[config.mk]
export PLATFORM = sky130hd
export DESIGN_NAME = dfw_ctrl
export DESIGN_NICKNAME = d
export VERILOG_FILES = /design/src/rtl/dfw_ctrl.v /design/src/rtl/dfw_page_buf.v /design/src/rtl/dfw_timer.v
export VERILOG_INCLUDE_DIRS = /design/src /design/src/rtl
export SDC_FILE = /design/constraint.sdc
export NUM_CORES = 1
export LEC_CHECK = 0
export BUFFER_PORTS_ARGS = -buffer_cell sky130_fd_sc_hd__buf_2
export CAP_MARGIN = 20
export CORE_UTILIZATION = 56
export DETAILED_ROUTE_END_ITERATION = 10
export PLACE_DENSITY = 0.86
export SLEW_MARGIN = 20
export SYNTH_ARGS = -nofsm -noshare
export SYNTH_HDL_FRONTEND = slang
export SYNTH_SLANG_ARGS = --single-unit
[constraint.sdc]
create_clock -name sys_clk -period 3.4 [get_ports sys_clk]
set_input_delay 0.68 -clock sys_clk [delete_from_list [all_inputs] [get_ports sys_clk]]
set_output_delay 0.68 -clock sys_clk [all_outputs]
set_load 0.1 [all_outputs]
[src/rtl/dfw_regs.vh]
// Constants for the data flash write controller: register offset, bit
// positions, reset values and timing counts.
// Assumes the includer works at the 20 MHz system clock.
`ifndef DFW_REGS_VH
`define DFW_REGS_VH
`define DFW_OFF_MEMCTL 8'h96
`define DFW_OFF_IRQ_STAT 8'h97
`define DFW_OFF_IRQ_MASK 8'h98
`define DFW_BIT_SEL 7
`define DFW_BIT_ERASE 6
`define DFW_BIT_LOAD 5
`define DFW_BIT_WEN 4
`define DFW_BIT_DEN 3
`define DFW_BIT_FAULT 2
`define DFW_BIT_BUSY 1
`define DFW_BIT_INH 0
`define DFW_MEMCTL_RST 8'h00
`define DFW_ERASE_US 2000
`define DFW_PROG_US 2000
`define DFW_CLK_MHZ 20
`define DFW_ERASE_CYC (`DFW_ERASE_US * `DFW_CLK_MHZ)
`define DFW_PROG_CYC (`DFW_PROG_US * `DFW_CLK_MHZ)
`endif

[src/rtl/dfw_ctrl.v]
// Data flash write controller: control register, half page buffer,
// erase and program sequencing, brown-out handling and interrupt.
// Assumes the core issues one data-pointer store per cycle and that the
// flash array accepts erase and byte program strobes.
`timescale 1ns/1ps
`default_nettype none
`include "dfw_regs.vh"
module dfw_ctrl #(
   parameter ERASE_CYC = `DFW_ERASE_CYC,
   parameter PROG_CYC = `DFW_PROG_CYC,
   parameter BUF_DEPTH = 64,
   parameter PAGE_BYTES = 128,
   parameter FLASH_TOP = 16'h00FF
) (
   input wire sys_clk,
   input wire sys_rst,
   input wire [7:0] reg_addr,
   input wire [7:0] reg_wdata,
   input wire reg_wr,
   input wire reg_rd,
   output reg [7:0] reg_rdata,
   input wire [15:0] dp_addr,
   input wire [7:0] dp_wdata,
   input wire dp_store,
   input wire in_app_fuse,
   input wire brownout,
   input wire low_prog_supply,
   output wire data_flash_sel,
   output wire code_signature_space_sel,
   output reg fl_erase,
   output reg fl_prog,
   output reg [15:0] fl_addr,
   output reg [7:0] fl_wdata,
   output reg fl_code_space,
   output wire irq
);
   ////////////////////////////////////////////////////////////////////////
   // Local constants and states.
   localparam AW = 6;
   localparam TW = 24;
   localparam S_IDLE = 2'd0;
   localparam S_ERASE = 2'd1;
   localparam S_PROG = 2'd2;
   localparam S_NEXT = 2'd3;

   // Control bits written by software.
   reg sel_ff;
   reg erase_en_ff;
   reg load_en_ff;
   reg wen_ff;
   reg den_ff;
   // Status held by hardware, and the software interrupt mask.
   reg fault_ff;
   reg [1:0] state_ff;
   reg [7:0] irq_stat_ff;
   reg [7:0] irq_mask_ff;
   // Captured target of the final store.
   reg [15:0] page_base_ff;
   reg code_ff;
   reg [AW:0] idx_ff;
   reg done_pulse_ff;
   reg fault_pulse_ff;
   reg [7:0] nxt_rdata;

   // Returns the half page base of an address.
   function [15:0] half_base;
      input [15:0] a;
      begin
         half_base = {a[15:6], 6'h00};
      end
   endfunction

   ////////////////////////////////////////////////////////////////////////
   // Address routing and write qualification.
   wire code_route = sel_ff && in_app_fuse;
   wire in_flash = den_ff && !code_route && (dp_addr <= FLASH_TOP);
   assign data_flash_sel = in_flash;
   assign code_signature_space_sel = code_route;
   wire inhibit_ok = !low_prog_supply;
   wire busy = (state_ff != S_IDLE);
   wire target_ok = in_flash || code_route;
   wire wr_ok = wen_ff && (den_ff || code_route) && target_ok && inhibit_ok;
   wire st_load = dp_store && wr_ok && !busy;
   wire start = st_load && !load_en_ff && !brownout;

   ////////////////////////////////////////////////////////////////////////
   // Page buffer and phase timer.
   wire buf_clr;
   wire [7:0] buf_rdata;
   wire buf_loaded;
   wire tmr_done;
   reg tmr_load;
   reg [TW-1:0] tmr_val;

   // Buffer takes every qualified store made outside brown-out, including the final one.
   dfw_page_buf #(
      .DEPTH(BUF_DEPTH),
      .AW(AW)
   ) u_buf (
      .sys_clk(sys_clk),
      .sys_rst(sys_rst),
      .wr_en(st_load && !brownout),
      .wr_addr(dp_addr[AW-1:0]),
      .wr_data(dp_wdata),
      .clr(buf_clr),
      .rd_addr(idx_ff[AW-1:0]),
      .rd_data(buf_rdata),
      .rd_loaded(buf_loaded),
      .any_loaded()
   );

   dfw_timer #(
      .W(TW)
   ) u_tmr (
      .sys_clk(sys_clk),
      .sys_rst(sys_rst),
      .load(tmr_load),
      .value(tmr_val),
      .done(tmr_done)
   );

   // Abort on brown-out while busy; clear the buffer on abort or at the end of the buffer walk.
   wire abort = busy && brownout;
   wire walk_end = (state_ff == S_NEXT) && (idx_ff == BUF_DEPTH);
   assign buf_clr = abort || walk_end;

   ////////////////////////////////////////////////////////////////////////
   // Sequencer: optional erase, then one program per loaded byte.
   always @(posedge sys_clk)
   begin
      if (sys_rst)
      begin
         state_ff <= S_IDLE;
         page_base_ff <= 16'h0000;
         code_ff <= 1'b0;
         idx_ff <= {(AW+1){1'b0}};
         done_pulse_ff <= 1'b0;
      end
      else
      begin
         done_pulse_ff <= 1'b0;
         if (abort)
         begin
            // Brown-out ends the sequence at once.
            state_ff <= S_IDLE;
         end
         else
         begin
            case (state_ff)
               S_IDLE:
               begin
                  if (start)
                  begin
                     // Final store address selects the half page.
                     page_base_ff <= half_base(dp_addr);
                     code_ff <= code_route;
                     idx_ff <= {(AW+1){1'b0}};
                     state_ff <= erase_en_ff ? S_ERASE : S_NEXT;
                  end
               end
               S_ERASE:
               begin
                  if (tmr_done)
                  begin
                     state_ff <= S_NEXT;
                  end
               end
               S_PROG:
               begin
                  if (tmr_done)
                  begin
                     idx_ff <= idx_ff + {{AW{1'b0}}, 1'b1};
                     state_ff <= S_NEXT;
                  end
               end
               S_NEXT:
               begin
                  if (walk_end)
                  begin
                     state_ff <= S_IDLE;
                     done_pulse_ff <= 1'b1;
                  end
                  else if (buf_loaded)
                  begin
                     state_ff <= S_PROG;
                  end
                  else
                  begin
                     idx_ff <= idx_ff + {{AW{1'b0}}, 1'b1};
                  end
               end
               default:
               begin
                  state_ff <= S_IDLE;
               end
            endcase
         end
      end
   end

   // Timer loads, combinational from the sequencer.
   always @*
   begin
      tmr_load = 1'b0;
      tmr_val = {TW{1'b0}};
      if (state_ff == S_IDLE && start && erase_en_ff && !abort)
      begin
         tmr_load = 1'b1;
         tmr_val = ERASE_CYC[TW-1:0];
      end
      else if (state_ff == S_NEXT && !walk_end && buf_loaded && !abort)
      begin
         tmr_load = 1'b1;
         tmr_val = PROG_CYC[TW-1:0];
      end
   end

   // Flash strobes and data, registered.
   always @(posedge sys_clk)
   begin
      if (sys_rst)
      begin
         fl_erase <= 1'b0;
         fl_prog <= 1'b0;
         fl_addr <= 16'h0000;
         fl_wdata <= 8'h00;
         fl_code_space <= 1'b0;
      end
      else
      begin
         // Erase covers the whole page of the final store.
         fl_erase <= (state_ff == S_IDLE) && start && erase_en_ff && !abort;
         fl_prog <= (state_ff == S_NEXT) && !walk_end && buf_loaded && !abort;
         if (state_ff == S_IDLE && start)
         begin
            fl_addr <= {dp_addr[15:7], 7'h00};
            fl_code_space <= code_route;
         end
         else if (state_ff == S_NEXT && buf_loaded)
         begin
            fl_addr <= page_base_ff | {10'h000, idx_ff[AW-1:0]};
            fl_wdata <= buf_rdata;
            fl_code_space <= code_ff;
         end
      end
   end

   always @(posedge sys_clk)
   begin
      fault_pulse_ff <= !sys_rst && abort;
   end

   ////////////////////////////////////////////////////////////////////////
   // Register file, interrupt status and mask.
   wire wr_ctl = reg_wr && (reg_addr == `DFW_OFF_MEMCTL);
   wire wr_stat = reg_wr && (reg_addr == `DFW_OFF_IRQ_STAT);
   wire wr_mask = reg_wr && (reg_addr == `DFW_OFF_IRQ_MASK);
   wire [7:0] ev = {6'h00, fault_pulse_ff, done_pulse_ff};

   // Control bits; fault is set by hardware, cleared by writing zero.
   always @(posedge sys_clk)
   begin
      if (sys_rst)
      begin
         sel_ff <= 1'b0;
         erase_en_ff <= 1'b0;
         load_en_ff <= 1'b0;
         wen_ff <= 1'b0;
         den_ff <= 1'b0;
         fault_ff <= 1'b0;
      end
      else
      begin
         if (wr_ctl)
         begin
            sel_ff <= reg_wdata[`DFW_BIT_SEL];
            erase_en_ff <= reg_wdata[`DFW_BIT_ERASE];
            load_en_ff <= reg_wdata[`DFW_BIT_LOAD];
            wen_ff <= reg_wdata[`DFW_BIT_WEN];
            den_ff <= reg_wdata[`DFW_BIT_DEN];
         end
         if (abort)
         begin
            fault_ff <= 1'b1;
         end
         else if (wr_ctl && !reg_wdata[`DFW_BIT_FAULT])
         begin
            fault_ff <= 1'b0;
         end
      end
   end

   // Sticky events; set wins over write-one-to-clear.
   always @(posedge sys_clk)
   begin
      if (sys_rst)
      begin
         irq_stat_ff <= 8'h00;
         irq_mask_ff <= 8'h00;
      end
      else
      begin
         irq_stat_ff <= (irq_stat_ff & ~(wr_stat ? reg_wdata : 8'h00)) | ev;
         if (wr_mask)
         begin
            irq_mask_ff <= reg_wdata;
         end
      end
   end

   assign irq = |(irq_stat_ff & irq_mask_ff);

   // Read mux; unmapped addresses read zero.
   always @*
   begin
      nxt_rdata = 8'h00;
      case (reg_addr)
         `DFW_OFF_MEMCTL:
         begin
            nxt_rdata = {sel_ff, erase_en_ff, load_en_ff, wen_ff, den_ff,
                         fault_ff, busy, inhibit_ok};
         end
         `DFW_OFF_IRQ_STAT:
         begin
            nxt_rdata = irq_stat_ff;
         end
         `DFW_OFF_IRQ_MASK:
         begin
            nxt_rdata = irq_mask_ff;
         end
         default:
         begin
            nxt_rdata = 8'h00;
         end
      endcase
   end

   // Read data stand only in the cycle after the strobe.
   always @(posedge sys_clk)
   begin
      if (sys_rst)
      begin
         reg_rdata <= 8'h00;
      end
      else
      begin
         reg_rdata <= reg_rd ? nxt_rdata : 8'h00;
      end
   end
endmodule
`default_nettype wire

[src/rtl/dfw_page_buf.v]
// Half page buffer with one loaded flag per byte.
// Assumes a synchronous high reset and single writer.
`timescale 1ns/1ps
`default_nettype none
module dfw_page_buf #(
   parameter DEPTH = 64,
   parameter AW = 6
) (
   input wire sys_clk,
   input wire sys_rst,
   input wire wr_en,
   input wire [AW-1:0] wr_addr,
   input wire [7:0] wr_data,
   input wire clr,
   input wire [AW-1:0] rd_addr,
   output wire [7:0] rd_data,
   output wire rd_loaded,
   output wire any_loaded
);
   // Byte storage.
   reg [7:0] mem [0:DEPTH-1];
   // Loaded flags, one per byte.
   reg [DEPTH-1:0] loaded_ff;

   // A loaded byte blocks later data for that slot; clear empties all.
   always @(posedge sys_clk)
   begin
      if (sys_rst || clr)
      begin
         loaded_ff <= {DEPTH{1'b0}};
      end
      else if (wr_en && !loaded_ff[wr_addr])
      begin
         loaded_ff[wr_addr] <= 1'b1;
      end
   end

   // Data store follows the same block condition.
   always @(posedge sys_clk)
   begin
      if (wr_en && !loaded_ff[wr_addr] && !clr)
      begin
         mem[wr_addr] <= wr_data;
      end
   end

   assign rd_data = mem[rd_addr];
   assign rd_loaded = loaded_ff[rd_addr];
   assign any_loaded = |loaded_ff;
endmodule
`default_nettype wire

[src/rtl/dfw_timer.v]
// Down counter timing erase and programming phases.
// Assumes load and count come from one controller.
`timescale 1ns/1ps
`default_nettype none
module dfw_timer #(
   parameter W = 20
) (
   input wire sys_clk,
   input wire sys_rst,
   input wire load,
   input wire [W-1:0] value,
   output wire done
);
   // Remaining cycles.
   reg [W-1:0] cnt_ff;

   // Loads, then counts down to zero.
   always @(posedge sys_clk)
   begin
      if (sys_rst)
      begin
         cnt_ff <= {W{1'b0}};
      end
      else if (load)
      begin
         cnt_ff <= value;
      end
      else if (cnt_ff != {W{1'b0}})
      begin
         cnt_ff <= cnt_ff - {{(W-1){1'b0}}, 1'b1};
      end
   end

   assign done = (cnt_ff == {W{1'b0}}) && !load;
endmodule
`default_nettype wire

# Word level (Yosys, flattened, before mapping)
# Memory sizes are Yosys's and may differ from the RTL's. A register that Yosys moved wholly into a read port is not among the register bits.
# Index checks and enable logic that the tools add are counted.
[op_classes]
n_addsub = 2
n_lt_le_gt_ge = 4
n_eq_ne = 13
muxes = 34
bitwise = 10
reduce_logical = 63
[ops]
columns = ["cell", "count"]
rows = [
  ["$mux 16", 4],
  ["$or 64x64->64", 1],
  ["$mux 24", 2],
  ["$logic_and 1x1->1", 29],
  ["$mux 7", 4],
  ["$eq 8x8->1 const B", 3],
  ["$logic_not 24->1", 1],
  ["$pmux 8 s3", 1],
  ["$reduce_bool 24->1", 1],
  ["$sub 24x1->24 const B", 1],
  ["$pmux 7 s3", 1],
  ["$and 8x8->8", 2],
  ["$le 16x8->1 const B", 1],
  ["$or 16x6->16", 1],
  ["$lt 6x7->1 const B", 2],
  ["$bmux 1 s6", 2],
  ["$logic_not 1->1", 12],
  ["$mux 1", 12],
  ["$mux 2", 5],
  ["$mux 8", 1],
  ["$ne 2x2->1 const B", 4],
  ["$not 8->8", 1],
  ["$or 8x2->8", 1],
  ["$reduce_bool 2->1", 4],
  ["19 further kinds", 30],
]
[totals]
reg_bits = 159
ram_bits = 512
input_bits = 48
output_inout_bits = 38
elab_cells = 149
mem_count = 1
[memory_table]
columns = ["name", "words", "width", "rd", "rd_clocked_by_memory_dff", "wr", "line", "source"]
rows = [
  ["u_buf.mem", 64, 8, 1, 1, 1, "dfw_page_buf.v:21", "reg [7:0] mem [0:DEPTH-1];"],
]

# Longest topological paths before layout
# Gate-level depths: netlist of run 1.
[logic_depth]
depth_word = 19
depth_mapped = 14
depth_no_buf = 9

# Modules after synthesis
# From an unflattened synthesis of run 1, not the netlist that was laid out.
[hier_totals]
hier_cells = 1778
hier_area_um2 = 28125.7
[by_module_without_submodules]
columns = ["module", "n_inst", "cells_per_inst", "area_each_um2"]
rows = [
  ["dfw_page_buf", 1, 1244, 23332.4],
  ["dfw_ctrl", 1, 361, 3330.7],
  ["dfw_timer", 1, 173, 1462.7],
]

# Worst setup path after synthesis of run 1
# OpenSTA, ideal clock, no wires.
[synth_timing]
path_type = "input to register"
from = "in dp_addr[0]"
to = "mem u_buf.mem[10][0] (enable)"
setup_time_ns = 0.370
arrival_time_ns = 3.286
required_ns = 3.030
path_slack_ns = -0.257
cell_stages = 8
n_path_buf = 3
path_cell_list = "clkbuf_1 -> buf_1 -> clkbuf_1 -> mux4_2 -> mux2_2 -> nor3_1 -> nand3_1 -> nor2_1"
[synth_between]
elab_chain_len = 12
elab_cells_between_ends = 15
cone_classes = "order compare (1); mux (4); reduce/logical (10)"
[synth_rtl]
columns = ["item", "line", "source"]
rows = [
  ["from (decl)", "dfw_ctrl.v:22", "input wire [15:0] dp_addr,"],
  ["$le 16x8->1", "dfw_ctrl.v:76", "wire in_flash = den_ff && !code_route && (dp_addr <= FLASH_TOP);"],
  ["$logic_and 1x1->1", "dfw_ctrl.v:76", ""],
  ["$logic_or 1x1->1", "dfw_ctrl.v:81", "wire target_ok = in_flash || code_route;"],
  ["$logic_and 1x1->1 (2 in series)", "dfw_ctrl.v:82", "wire wr_ok = wen_ff && (den_ff || code_route) && target_ok && inhibit_ok;"],
  ["$logic_and 1x1->1 (2 in series)", "dfw_ctrl.v:83", "wire st_load = dp_store && wr_ok && !busy;"],
  ["$logic_and 1x1->1", "dfw_ctrl.v:102", ".wr_en(st_load && !brownout),"],
  ["$logic_and 1x1->1 (2 in series)", "dfw_page_buf.v:41", "if (wr_en && !loaded_ff[wr_addr] && !clr)"],
  ["$mux 1", "dfw_page_buf.v:41", ""],
  ["$mux 1 (implied by the code)", "dfw_page_buf.v:43", "mem[wr_addr] <= wr_data;"],
  ["to (decl)", "dfw_page_buf.v:21", ""],
]
# Several ways; a longest one is shown, not always the timed one. The select of a mux whose other input is x is not followed.

# Final worst setup path of run 1
[layout_timing]
from = "reg idx_ff[0]"
to = "mem u_buf.mem[20][1] (enable)"
[layout_between]
elab_chain_len = 7
[layout_rtl]
columns = ["item", "line", "source"]
rows = [
  ["from (decl)", "dfw_ctrl.v:60", "reg [AW:0] idx_ff;"],
  ["from (signal assigned)", "dfw_ctrl.v:136", "idx_ff <= {(AW+1){1'b0}};"],
  ["from (signal assigned)", "dfw_ctrl.v:157", "idx_ff <= {(AW+1){1'b0}};"],
  ["from (signal assigned)", "dfw_ctrl.v:172", "idx_ff <= idx_ff + {{AW{1'b0}}, 1'b1};"],
  ["$eq 7x7->1", "dfw_ctrl.v:124", "wire walk_end = (state_ff == S_NEXT) && (idx_ff == BUF_DEPTH);"],
  ["$logic_and 1x1->1", "dfw_ctrl.v:124", ""],
  ["$logic_or 1x1->1", "dfw_ctrl.v:125", "assign buf_clr = abort || walk_end;"],
  ["$logic_not 1->1", "dfw_page_buf.v:41", ""],
  ["$logic_and 1x1->1", "dfw_page_buf.v:41", ""],
  ["$mux 1", "dfw_page_buf.v:41", ""],
  ["$mux 1 (implied by the code)", "dfw_page_buf.v:43", ""],
]
# No other way between the ends.

==> results of run 1 <==
-- sequential cells by signal (all words and copies together), names as in the netlist, 2 cells and up --
name,cells
u_buf.mem,512
u_buf.loaded_ff,64
u_tmr.cnt_ff,24
fl_addr,16
page_base_ff,10
fl_wdata,8
irq_mask_ff,8
irq_stat_ff,8
reg_rdata,8
idx_ff,7
state_ff,2
-- routing by layer --
metal | share of wire | up-vias | track usage
li1 | - | 7075 | -
met1 | 0.37 | 8520 | 0.374
met2 | 0.50 | 1119 | 0.471
met3 | 0.095 | 177 | 0.0560
met4 | 0.037 | 2 | 0.106
met5 | 0.00019 | - | 0
-- worst max-delay path: cells and delay by family, from the launching register on --
family	cells	cell delay [ps]
adders and majority gates	1	230
buffers and inverters	1	130
DFF	1	700
and+or+nand+nor	6	1930
-- cells in the final DEF, fill, tap and decap left out, types with 12 or more instances in the layout --
master,instances
edfxtp_1,512
nand2b_1,21
buf_4,85
nor2_1,82
nor2_4,27
nor2b_1,16
mux2i_1,63
dfxtp_1,163
clkbuf_16,71
mux4_2,171
nor2_2,14
xnor2_1,14
clkbuf_1,12
a22oi_1,25
nand3_1,40
a21oi_1,51
nand2_1,130
a211oi_1,30
a221oi_1,12
o21ai_0,65
buf_12,15
nor3_1,22
buf_2,85
-- timing repair --
item	4_1_cts	5_1_grt
resized for setup	2	5
endpoints found under the setup margin	2	45
buffers inserted	0	0
-- final cells by class --
type / count / share of cell area
clock buffer: 84 / 0.0579
multi-input combinational: 924 / 0.272
tap: 656 / 0.0259
inverter: 11 / 0.00130
timing repair buffer: 185 / 0.0430
clock inverter: 39 / 0.00900
sequential: 679 / 0.591
-- cell families (layout without fill, tap and decap cells) --
kind of cell | count (synthesis) | after routing | synth area share
adder cells (fa/ha/maj) | 8 | 8 | 0.00363
AO/OA/AOI/OAI | 235 | 235 | 0.0555
flip-flops | 679 | 679 | 0.679
multiplexers | 245 | 245 | 0.167
AND/OR/NAND/NOR | 418 | 418 | 0.0709
XOR/XNOR | 18 | 18 | 0.00572
buffers and inverters | 123 | 319 | 0.0177
-- metrics by stage --
step / cells / cell area, um^2 / total power [uW]
5_1_grt: 2578 / 31700 / 17700
2_1_floorplan: 1726 / 27800 / 9900
4_1_cts: 2578 / 31700 / 17400
3_5_place_dp: 2455 / 29600 / 10300
6_report: 2578 / 31700 / 17300
3_3_place_gp: 2455 / 29600 / 10200
-- power breakdown --
| group | leakage (uW) | switching, uW | internal [uW] |
|---|---|---|---|
| logic | 0.00308 | 656 | 404 |
| registers | 0.00595 | 91.6 | 8990 |
| clock network | 0.00101 | 3160 | 4020 |
-- worst max-delay path by stage --
| stage | from | endpoint | cells past startpoint |
|---|---|---|---|
| floorplan | dp_addr[0] | u_buf.mem[22][0]$_DFFE_PP_ | 10 |
| global placement | dp_addr[1] | u_buf.mem[20][5]$_DFFE_PP_ | 9 |
| detailed placement | dp_addr[1] | u_buf.mem[19][0]$_DFFE_PP_ | 9 |
| CTS | u_tmr.cnt_ff[0]$_SDFFE_PP0N_ | idx_ff[6]$_SDFFE_PP0P_ | 10 |
| global route | state_ff[0]$_SDFFE_PP0P_ | u_buf.mem[17][4]$_DFFE_PP_ | 9 |
| finish | idx_ff[0]$_SDFFE_PP0P_ | u_buf.mem[20][1]$_DFFE_PP_ | 8 |
==> impl_metrics.py, run 1 <==
metrics = {
    "cts": {
        "cts.root.buffer_cell": "clkbuf_16",
        "cts-buffers-inserted": 68,
        "cts_tree": "yes",
        "clk_latency_ps": 610,
        "cts.htree.levels": 3,
        "clock-sinks": 679,
        "max_buffers_root_to_sink": 3,
        "clock_transition_at_path_regs_ps": 60,
        "cts.hold.buffers_added": 0,
    },
    "drt": {
        "wl_per_cell_um": 27.1,
        "vias": 16900,
        "routed_wirelength_um": 70000,
        "firstDrtPassIters": 6,
        "via_per_inst": 6.55,
        "route.detailed.drc": 0,
        "drtIter0Drc": 2345,
        "antenna_violating_nets_post_route": 0,
    },
    "worst_setup_path": {
        "worstReg2RegStart": "idx_ff[0]$_SDFFE_PP0P_",
        "timing.critical_path.from_type": "register",
        "crit_arrival_ps": 3600,
        "ordered_list_of_cells_on_the_worst_path": "inv_1 -> ha_1 -> nor4bb_1 -> nand3_1 -> nand2_1 -> nor2_1 -> nand2_1 -> nor2_1",
        "worst_r2r_endpoint": "u_buf.mem[20][1]$_DFFE_PP_",
        "worst-endpoint-required_ps": 3620,
        "endpoint_kind": "register",
        "worst_path_max_delay_cell": "dfxtp_4",
        "setup.reg_to_reg.worst_slack_ps": 20,
        "critical_path_class": "reg2reg",
        "worst_path_largest_cell_delay_ps": 700,
        "critPathMaxFanout": 26,
        "worst_r2r_path_depth": 8,
    },
    "sta": {
        "setup_viol": 0,
        "fin_hold_ws_ps": 283,
        "slack_of_the_critical_path_ps": 16.3,
        "maxClockFrequency_mhz": 296,
        "timing.setup.tns_ps": 0,
        "timing.final.max_slew_violations": 0,
        "post-route-min-period_ps": 3380,
        "hold_violations": 0,
        "clock_skew_ps": 28.3,
        "grt_setup_unrepaired": "yes",
        "post-route-period-util": 0.995,
        "timing.slew.headroom": 0.394,
        "worstMarginPinSlew_ps": 910,
    },
    "job": {
        "cap_violations": 0,
    },
    "synthesis": {
        "postSynthCellCount": 1726,
        "asyncSetResetFlopFracSynth": 0,
        "synth.yosys.seq_area_share": 0.679,
        "synth.lib_cells_used.distinct": 62,
        "number_of_synthesized_flops_with_an_enable_pin": 512,
        "synthesis.area_per_instance_um2": 16.0,
        "synth_largest_area_cell": "edfxtp_1",
        "synth_common_cells": "512 x edfxtp_1, 171 x mux4_2, 167 x dfxtp_1, 131 x nand2_1, 123 x nor2_1",
        "synth.most_common_cell": "edfxtp_1",
        "synthesis.area_mm2": 0.0275,
        "yosys_warns": 0,
        "postSynthRegisterBits": 679,
        "ys_dominant_reg_cell": "edfxtp_1",
        "synth_largest_type_area_fraction": 0.558,
        "postSynthNetCount": 1782,
        "synthTopCellsByArea": "edfxtp_1 56%, mux4_2 14%, dfxtp_1 12%, mux2i_1 2.3%, nand2_1 1.8%",
    },
    "floorplanning": {
        "starting_density_of_the_core": 0.572,
        "design.core.area_mm2": 0.0481,
        "io_pins": 86,
        "num_rows": 80,
        "fp.dieW_um": 224,
        "floorplan.die_area_mm2": 0.0501,
        "die_height_um": 224,
    },
    "layout": {
        "nNetsFinal": 1925,
        "final_layout_size_suffix_gt1_frac": 0.273,
        "multi_input_area_mm2": 0.00863,
        "fillCellCount": 3046,
        "synth_to_final_area_change_pct": 15.1,
        "area.sequential_mm2": 0.0187,
        "finalCoreUtilization": 0.659,
        "insertedDiodeCount": 0,
    },
    "global_routing": {
        "first_global_vias": 16800,
        "grt_first_pass_wirelength_um": 105000,
        "grt_start_max_net_pins": 91,
        "initial_antenna_violation_count": 1,
        "grt-ovfl-total": 0,
        "grt_use_total": 0.284,
    },
    "placed_design": {
        "buffer_ports.inserted": 85,
        "place.detailed.hpwl_um": 42500,
        "place_congestion": 0.942,
        "placement.setup.worst_slack_ps": -281,
    },
    "min_path": {
        "startpoint_of_the_most_critical_hold_path": "reg_wdata[4]",
        "min_to": "irq_stat_ff[4]$_SDFF_PP0_",
        "hold_depth": 2,
        "worstHoldPathType": "in2reg",
    },
    "pwr": {
        "power.density_mw_per_mm2": 546,
        "total_leakage_power_uw": 0.0100,
        "vdd_ir_drop_max_mv": 0.476,
    },
    "outcome": {
        "run_status": "complete, no violations",
    },
}
No activity file was read; power rests on OpenSTA's default activity.
==> run 2: changes to the inputs <==
Settings changed: CORE_MARGIN set to 2, SETUP_SLACK_MARGIN set to 0.05.
==> run 2 against run 1 <==
Effect of this change:
- first-iteration DRC count is 8.7% higher
- total power is 1.9% higher
- core utilization is 0.49 points lower
- global-route usage is 0.80 points higher
- clock skew is 12 ps lower
- sequential cell count stayed put
- via count is 2.6% higher
- non-clock buffer count is 17 lower
- wire length is 4.5% higher
- die area is 1.8% higher
- cell area is 0.49% higher
- clock power is 4.3% higher
- largest cell class unchanged
- largest power group unchanged
- highest routed layer is now met4
==> impl_metrics.py, run 2 (synthesis gave the netlist of run 1 again) <==
metrics = {
    "floorplanning": {
        "num_rows": 81,
        "floorplan.die_area_mm2": 0.0510,
        "io_pins": 86,
        "fp.dieW_um": 226,
        "die_height_um": 226,
        "starting_density_of_the_core": 0.565,
        "design.core.area_mm2": 0.0487,
    },
    "placed_design": {
        "place.detailed.hpwl_um": 44500,
        "place_congestion": 0.934,
        "count_of_placed_standard_cells_including_taps": 2446,
        "buffer_ports.inserted": 85,
    },
    "cts": {
        "postCtsSetupRepairBufs": 0,
        "cts.htree.levels": 3,
        "cts.root.buffer_cell": "clkbuf_16",
        "clk_latency_ps": 630,
        "max_buffers_root_to_sink": 3,
        "clock-sinks": 679,
        "cts-resized-gates": 0,
        "cts-buffers-inserted": 68,
        "cts.hold.buffers_added": 0,
        "clock_transition_at_path_regs_ps": 60,
        "cts_tree": "yes",
    },
    "global_routing": {
        "grt-ovfl-total": 0,
        "grt_start_max_net_pins": 85,
        "initial_antenna_violation_count": 0,
        "first_global_vias": 17000,
        "grt_use_total": 0.292,
        "grt_first_pass_wirelength_um": 109000,
    },
    "pwr": {
        "vdd_ir_drop_max_mv": 0.407,
        "sequentialPowerShare": 0.515,
        "p_int_uw": 13600,
        "power.switching_fraction": 0.228,
        "total_leakage_power_uw": 0.0101,
        "power.density_mw_per_mm2": 554,
        "power_frac_clock": 0.424,
        "p_switching_uw": 4030,
        "power_frac_comb": 0.061,
    },
    "worst_setup_path": {
        "timing.critical_path.to": "idx_ff[5]$_SDFFE_PP0P_",
        "worst_r2r_path_depth": 9,
        "timing.critical_path.mode_cell": "or3b_1",
        "timing.critical_path.from_type": "register",
        "ordered_list_of_cells_on_the_worst_path": "inv_1 -> ha_1 -> or3b_1 -> or4_1 -> or3_4 -> o211ai_2 -> or3b_1 -> a2111oi_4 -> mux2i_1",
        "endpoint_kind": "register",
        "worst_path_max_delay_cell": "or4_1",
        "worstReg2RegStart": "u_tmr.cnt_ff[0]$_SDFFE_PP0N_",
        "crit_arrival_ps": 3810,
        "worst_path_largest_cell_delay_ps": 500,
        "worst-endpoint-required_ps": 3940,
        "critPathMaxFanout": 6,
        "critPathLaunch": "u_tmr.cnt_ff[0]$_SDFFE_PP0N_",
        "critical_path_class": "reg2reg",
        "worst_r2r_endpoint": "idx_ff[5]$_SDFFE_PP0P_",
        "setup.reg_to_reg.worst_slack_ps": 130,
    },
    "sta": {
        "timing.slew.headroom": 0.401,
        "timing.setup.tns_ps": 0,
        "grt_setup_unrepaired": "yes",
        "post-route-period-util": 0.961,
        "fin_hold_ws_ps": 271,
        "setup_viol": 0,
        "worstMarginPinSlew_ps": 898,
        "maxClockFrequency_mhz": 306,
        "hold_violations": 0,
        "timing.final.max_slew_violations": 0,
        "clock_skew_ps": 16.4,
        "post-route-min-period_ps": 3270,
    },
    "drt": {
        "firstDrtPassIters": 8,
        "route.detailed.drc": 0,
        "vias": 17300,
        "routed_wirelength_um": 73100,
        "wl_per_cell_um": 28.5,
        "antenna_violating_nets_post_route": 0,
        "drtIter0Drc": 2549,
        "via_per_inst": 6.75,
    },
    "layout": {
        "flip_flop_count_of_the_largest_register_after_layout": 512,
        "leading_cell_type_in_the_layout_fill_and_taps_excluded": "edfxtp_1",
        "fin_cells": 2567,
        "largest-register": "u_buf.mem",
        "finalCoreUtilization": 0.654,
        "fillCellCount": 3057,
        "nNetsFinal": 1908,
        "final_cell_mix": "512 x edfxtp_1, 171 x mux4_2, 163 x dfxtp_1",
        "top_regs": "u_buf.mem x512, u_buf.loaded_ff x64, u_tmr.cnt_ff x24",
        "insertedDiodeCount": 0,
        "synth_to_final_area_change_pct": 15.7,
        "final_layout_size_suffix_gt1_frac": 0.277,
    },
    "outcome": {
        "run_status": "complete, no violations",
    },
    "min_path": {
        "worstHoldPathType": "in2reg",
    },
    "job": {
        "cap_violations": 0,
    },
}
## run 2: critical path, delay by kind of cell, from the launching register on
kind / cells / cell delay (ps)
buffers and inverters: 1 / 100
multiplexers: 1 / 230
flip-flops: 1 / 340
AO/OA/AOI/OAI: 2 / 560
AND/OR/NAND/NOR: 4 / 1800
adder cells (fa/ha/maj): 1 / 160
## run 2: how the worst min path moves through the flow
stage	startpoint	endpoint	slack (ps)	depth (start not counted)
after global placement	fault_pulse_ff$_DFF_P_	irq_stat_ff[1]$_SDFF_PP0_	420	2
after floorplan	done_pulse_ff$_SDFF_PP0_	irq_stat_ff[0]$_SDFF_PP0_	410	2
final	reg_wdata[3]	irq_stat_ff[3]$_SDFF_PP0_	270	2
after detailed placement	fault_pulse_ff$_DFF_P_	irq_stat_ff[1]$_SDFF_PP0_	440	2
after global routing	reg_wdata[7]	irq_stat_ff[7]$_SDFF_PP0_	270	2
after CTS	reg_wdata[3]	irq_stat_ff[3]$_SDFF_PP0_	250	2
## run 2: per-stage QoR
stage,total power [uW],cell area (um^2),worst slack [ps]
6_report,17600,31900,133
4_1_cts,17700,31900,77.6
5_1_grt,18100,31900,16.9
2_1_floorplan,9910,28000,-98.7
3_3_place_gp,10300,29600,69.0
3_5_place_dp,10300,29600,-20.9
## run 2: power by group through the flow
| stage | sequential [uW] | combinational (uW) | clock, uW |
|---|---|---|---|
| final | 9080 | 1070 | 7480 |
| after detailed placement | 9250 | 1040 | 0 |
| after global placement | 9250 | 1000 | 0 |
| after global routing | 9090 | 1170 | 7840 |
| after CTS | 9080 | 1060 | 7530 |
| after floorplan | 9240 | 672 | 0 |
## run 2: layer usage
| metal | share of wire | global-route usage | vias to the layer above |
|---|---|---|---|
| li1 | - | - | 7031 |
| met1 | 0.36 | 0.383 | 8715 |
| met2 | 0.49 | 0.476 | 1291 |
| met3 | 0.099 | 0.0549 | 290 |
| met4 | 0.050 | 0.137 | 0 |
| met5 | 0 | 0 | - |
## run 2: layout make-up
cell class	instances	area (um^2)	share of cell area
flip-flops and latches	679	18700	0.588
multi-input cells	924	8770	0.275
clock buffers	80	1800	0.0564
repair buffers	168	1290	0.0404
well taps	664	831	0.0261
clock inverters	41	404	0.0127
inverters	11	41.3	0.00130
==> run 3: changes to the inputs <==
Settings changed: BUFFER_PORTS_ARGS -buffer_cell sky130_fd_sc_hd__buf_2 to -buffer_cell sky130_fd_sc_hd__clkbuf_2, CORE_UTILIZATION 56 to 60, PLACE_DENSITY 0.86 to 0.87.
Clock period 3.4 ns to 3.56 ns, I/O delays scaled along.
==> run 3 against run 2 <==
Effect of this change:
- final cell count fell by 1.2%
- core utilization grew 4.2 points
- total power down 5.1%
- count of clock-buffer cells in the layout is 14 higher
- die area fell by 6.6%
- sequential cell count did not move
- sequential share of layout area increased by 0.51 points
- maximum frequency decreased by 2.4%
- hold slack improved by 50 ps
- cell area is 0.87% lower
- largest power group unchanged
==> impl_metrics.py, run 3 (synthesis gave the netlist of run 1 again) <==
metrics = {
    "outcome": {
        "run_status": "complete, no violations",
    },
    "pwr": {
        "vdd_ir_drop_max_mv": 0.581,
        "power.density_mw_per_mm2": 530,
        "total_leakage_power_uw": 0.0101,
    },
    "floorplanning": {
        "die_height_um": 218,
        "fp.dieW_um": 218,
        "floorplan.die_area_mm2": 0.0476,
        "io_pins": 86,
        "num_rows": 78,
        "design.core.area_mm2": 0.0454,
        "starting_density_of_the_core": 0.607,
    },
    "sta": {
        "post-route-period-util": 0.940,
        "clock_skew_ps": 24.3,
        "worstMarginPinSlew_ps": 1020,
        "grt_setup_unrepaired": "no",
        "setup_viol": 0,
        "timing.setup.tns_ps": 0,
        "timing.final.max_slew_violations": 0,
        "post-route-min-period_ps": 3350,
        "maxClockFrequency_mhz": 299,
        "timing.slew.headroom": 0.318,
        "fin_hold_ws_ps": 321,
        "hold_violations": 0,
    },
    "cts": {
        "cts.htree.levels": 3,
        "clock_transition_at_path_regs_ps": 70,
        "clock-sinks": 679,
        "cts.root.buffer_cell": "clkbuf_16",
        "clk_latency_ps": 610,
        "cts_tree": "yes",
        "cts-buffers-inserted": 67,
        "max_buffers_root_to_sink": 3,
    },
    "placed_design": {
        "count_of_placed_standard_cells_including_taps": 2413,
        "placed_cell_area_mm2": 0.0294,
        "place.detailed.hpwl_um": 43500,
        "place_congestion": 0.907,
        "buffer_ports.inserted": 85,
    },
    "worst_setup_path": {
        "worst-endpoint-required_ps": 4080,
        "worst_path_max_delay_cell": "or4_1",
        "worst_r2r_endpoint": "idx_ff[5]$_SDFFE_PP0P_",
        "worst_r2r_path_depth": 9,
        "critPathMaxFanout": 11,
        "timing.critical_path.to": "idx_ff[5]$_SDFFE_PP0P_",
        "setup.reg_to_reg.worst_slack_ps": 210,
        "critPathLaunch": "u_tmr.cnt_ff[0]$_SDFFE_PP0N_",
        "worst_path_largest_cell_delay_ps": 520,
        "worstReg2RegStart": "u_tmr.cnt_ff[0]$_SDFFE_PP0N_",
        "endpoint_kind": "register",
        "timing.critical_path.from_type": "register",
        "ordered_list_of_cells_on_the_worst_path": "inv_1 -> ha_1 -> or3b_1 -> or4_1 -> or3_4 -> o211ai_2 -> or3b_4 -> a2111oi_4 -> mux2i_1",
        "crit_arrival_ps": 3860,
        "critical_path_class": "reg2reg",
    },
    "layout": {
        "leading_cell_type_in_the_layout_fill_and_taps_excluded": "edfxtp_1",
        "synth_to_final_area_change_pct": 14.6,
        "final_layout_size_suffix_gt1_frac": 0.265,
        "fin_cells": 2537,
        "top_regs": "u_buf.mem x512, u_buf.loaded_ff x64, u_tmr.cnt_ff x24",
        "largest-register": "u_buf.mem",
        "nNetsFinal": 1938,
        "post-route-cell-area_mm2": 0.0316,
        "flip_flop_count_of_the_largest_register_after_layout": 512,
        "final_cell_mix": "512 x edfxtp_1, 171 x mux4_2, 163 x dfxtp_1",
        "finalCoreUtilization": 0.696,
    },
    "drt": {
        "wl_per_cell_um": 28.3,
        "routed_wirelength_um": 71700,
        "via_per_inst": 6.87,
        "antenna_violating_nets_post_route": 0,
        "firstDrtPassIters": 8,
        "drtIter0Drc": 2431,
        "route.detailed.drc": 0,
        "vias": 17400,
    },
    "global_routing": {
        "grt-ovfl-total": 0,
        "first_global_vias": 17100,
        "grt_use_total": 0.306,
        "grt_start_max_net_pins": 84,
        "grt_first_pass_wirelength_um": 107000,
        "initial_antenna_violation_count": 3,
    },
    "job": {
        "cap_violations": 0,
    },
    "min_path": {
        "worstHoldPathType": "in2reg",
    },
}
-- run 3: cell type report --
type                            count  area [um^2]
Clock inverter                     29          287
Fill cell                        2637        13800
Inverter                           11         41.3
Sequential cell                   679        18700
Multi-Input combinational cell    924         8440
Timing Repair Buffer              199         1410
Antenna cell                        1         2.50
Tap cell                          600          751
Clock buffer                       94         1930
-- run 3: worst min-delay path by stage --
| stage | start | to | slack [ps] | cells past startpoint |
|---|---|---|---|---|
| floorplan | done_pulse_ff$_SDFF_PP0_ | irq_stat_ff[0]$_SDFF_PP0_ | 410 | 2 |
| global placement | fault_pulse_ff$_DFF_P_ | irq_stat_ff[1]$_SDFF_PP0_ | 420 | 2 |
| detailed placement | fault_pulse_ff$_DFF_P_ | irq_stat_ff[1]$_SDFF_PP0_ | 440 | 2 |
| CTS | reg_wdata[3] | irq_stat_ff[3]$_SDFF_PP0_ | 290 | 2 |
| global route | reg_wdata[4] | irq_stat_ff[4]$_SDFF_PP0_ | 310 | 2 |
| finish | reg_wdata[3] | irq_stat_ff[3]$_SDFF_PP0_ | 320 | 2 |
-- run 3: metrics by stage --
| stage | setup slack (ps) | power (uW) |
|---|---|---|
| 2_1_floorplan | -66.5 | 9450 |
| 3_3_place_gp | 147 | 9760 |
| 3_5_place_dp | 28.2 | 9800 |
| 4_1_cts | 93.1 | 16800 |
| 5_1_grt | 77.9 | 17200 |
| 6_report | 212 | 16700 |
-- run 3: layer usage --
layer	up-vias	GRT usage	wire length (um)
li1	7093	-	-
met4	2	0.117	3080
met3	255	0.0715	8220
met1	8669	0.411	25600
met2	1398	0.491	34900
met5	-	0	11
-- run 3: what timing repair did --
action	in CTS	in global routing
setup endpoints to repair	0	3
setup buffers	0	0
gates resized for setup	0	4
endpoints found under the hold margin	0	0
hold buffers	0	0
-- run 3: worst max-delay path: cells and delay by family, from the launching register on --
kind	cells	cell delay, ps
muxes	1	280
AOI/OAI and AO/OA	2	530
DFF	1	320
adders and majority gates	1	160
and+or+nand+nor	4	1880
buffers and inverters	1	100
-- run 3: power breakdown --
part | internal (uW) | total (uW) | switching, uW
combinational | 364 | 992 | 628
clock | 4100 | 7080 | 2990
sequential | 8590 | 8670 | 86.9
total | 13000 | 16700 | 3700
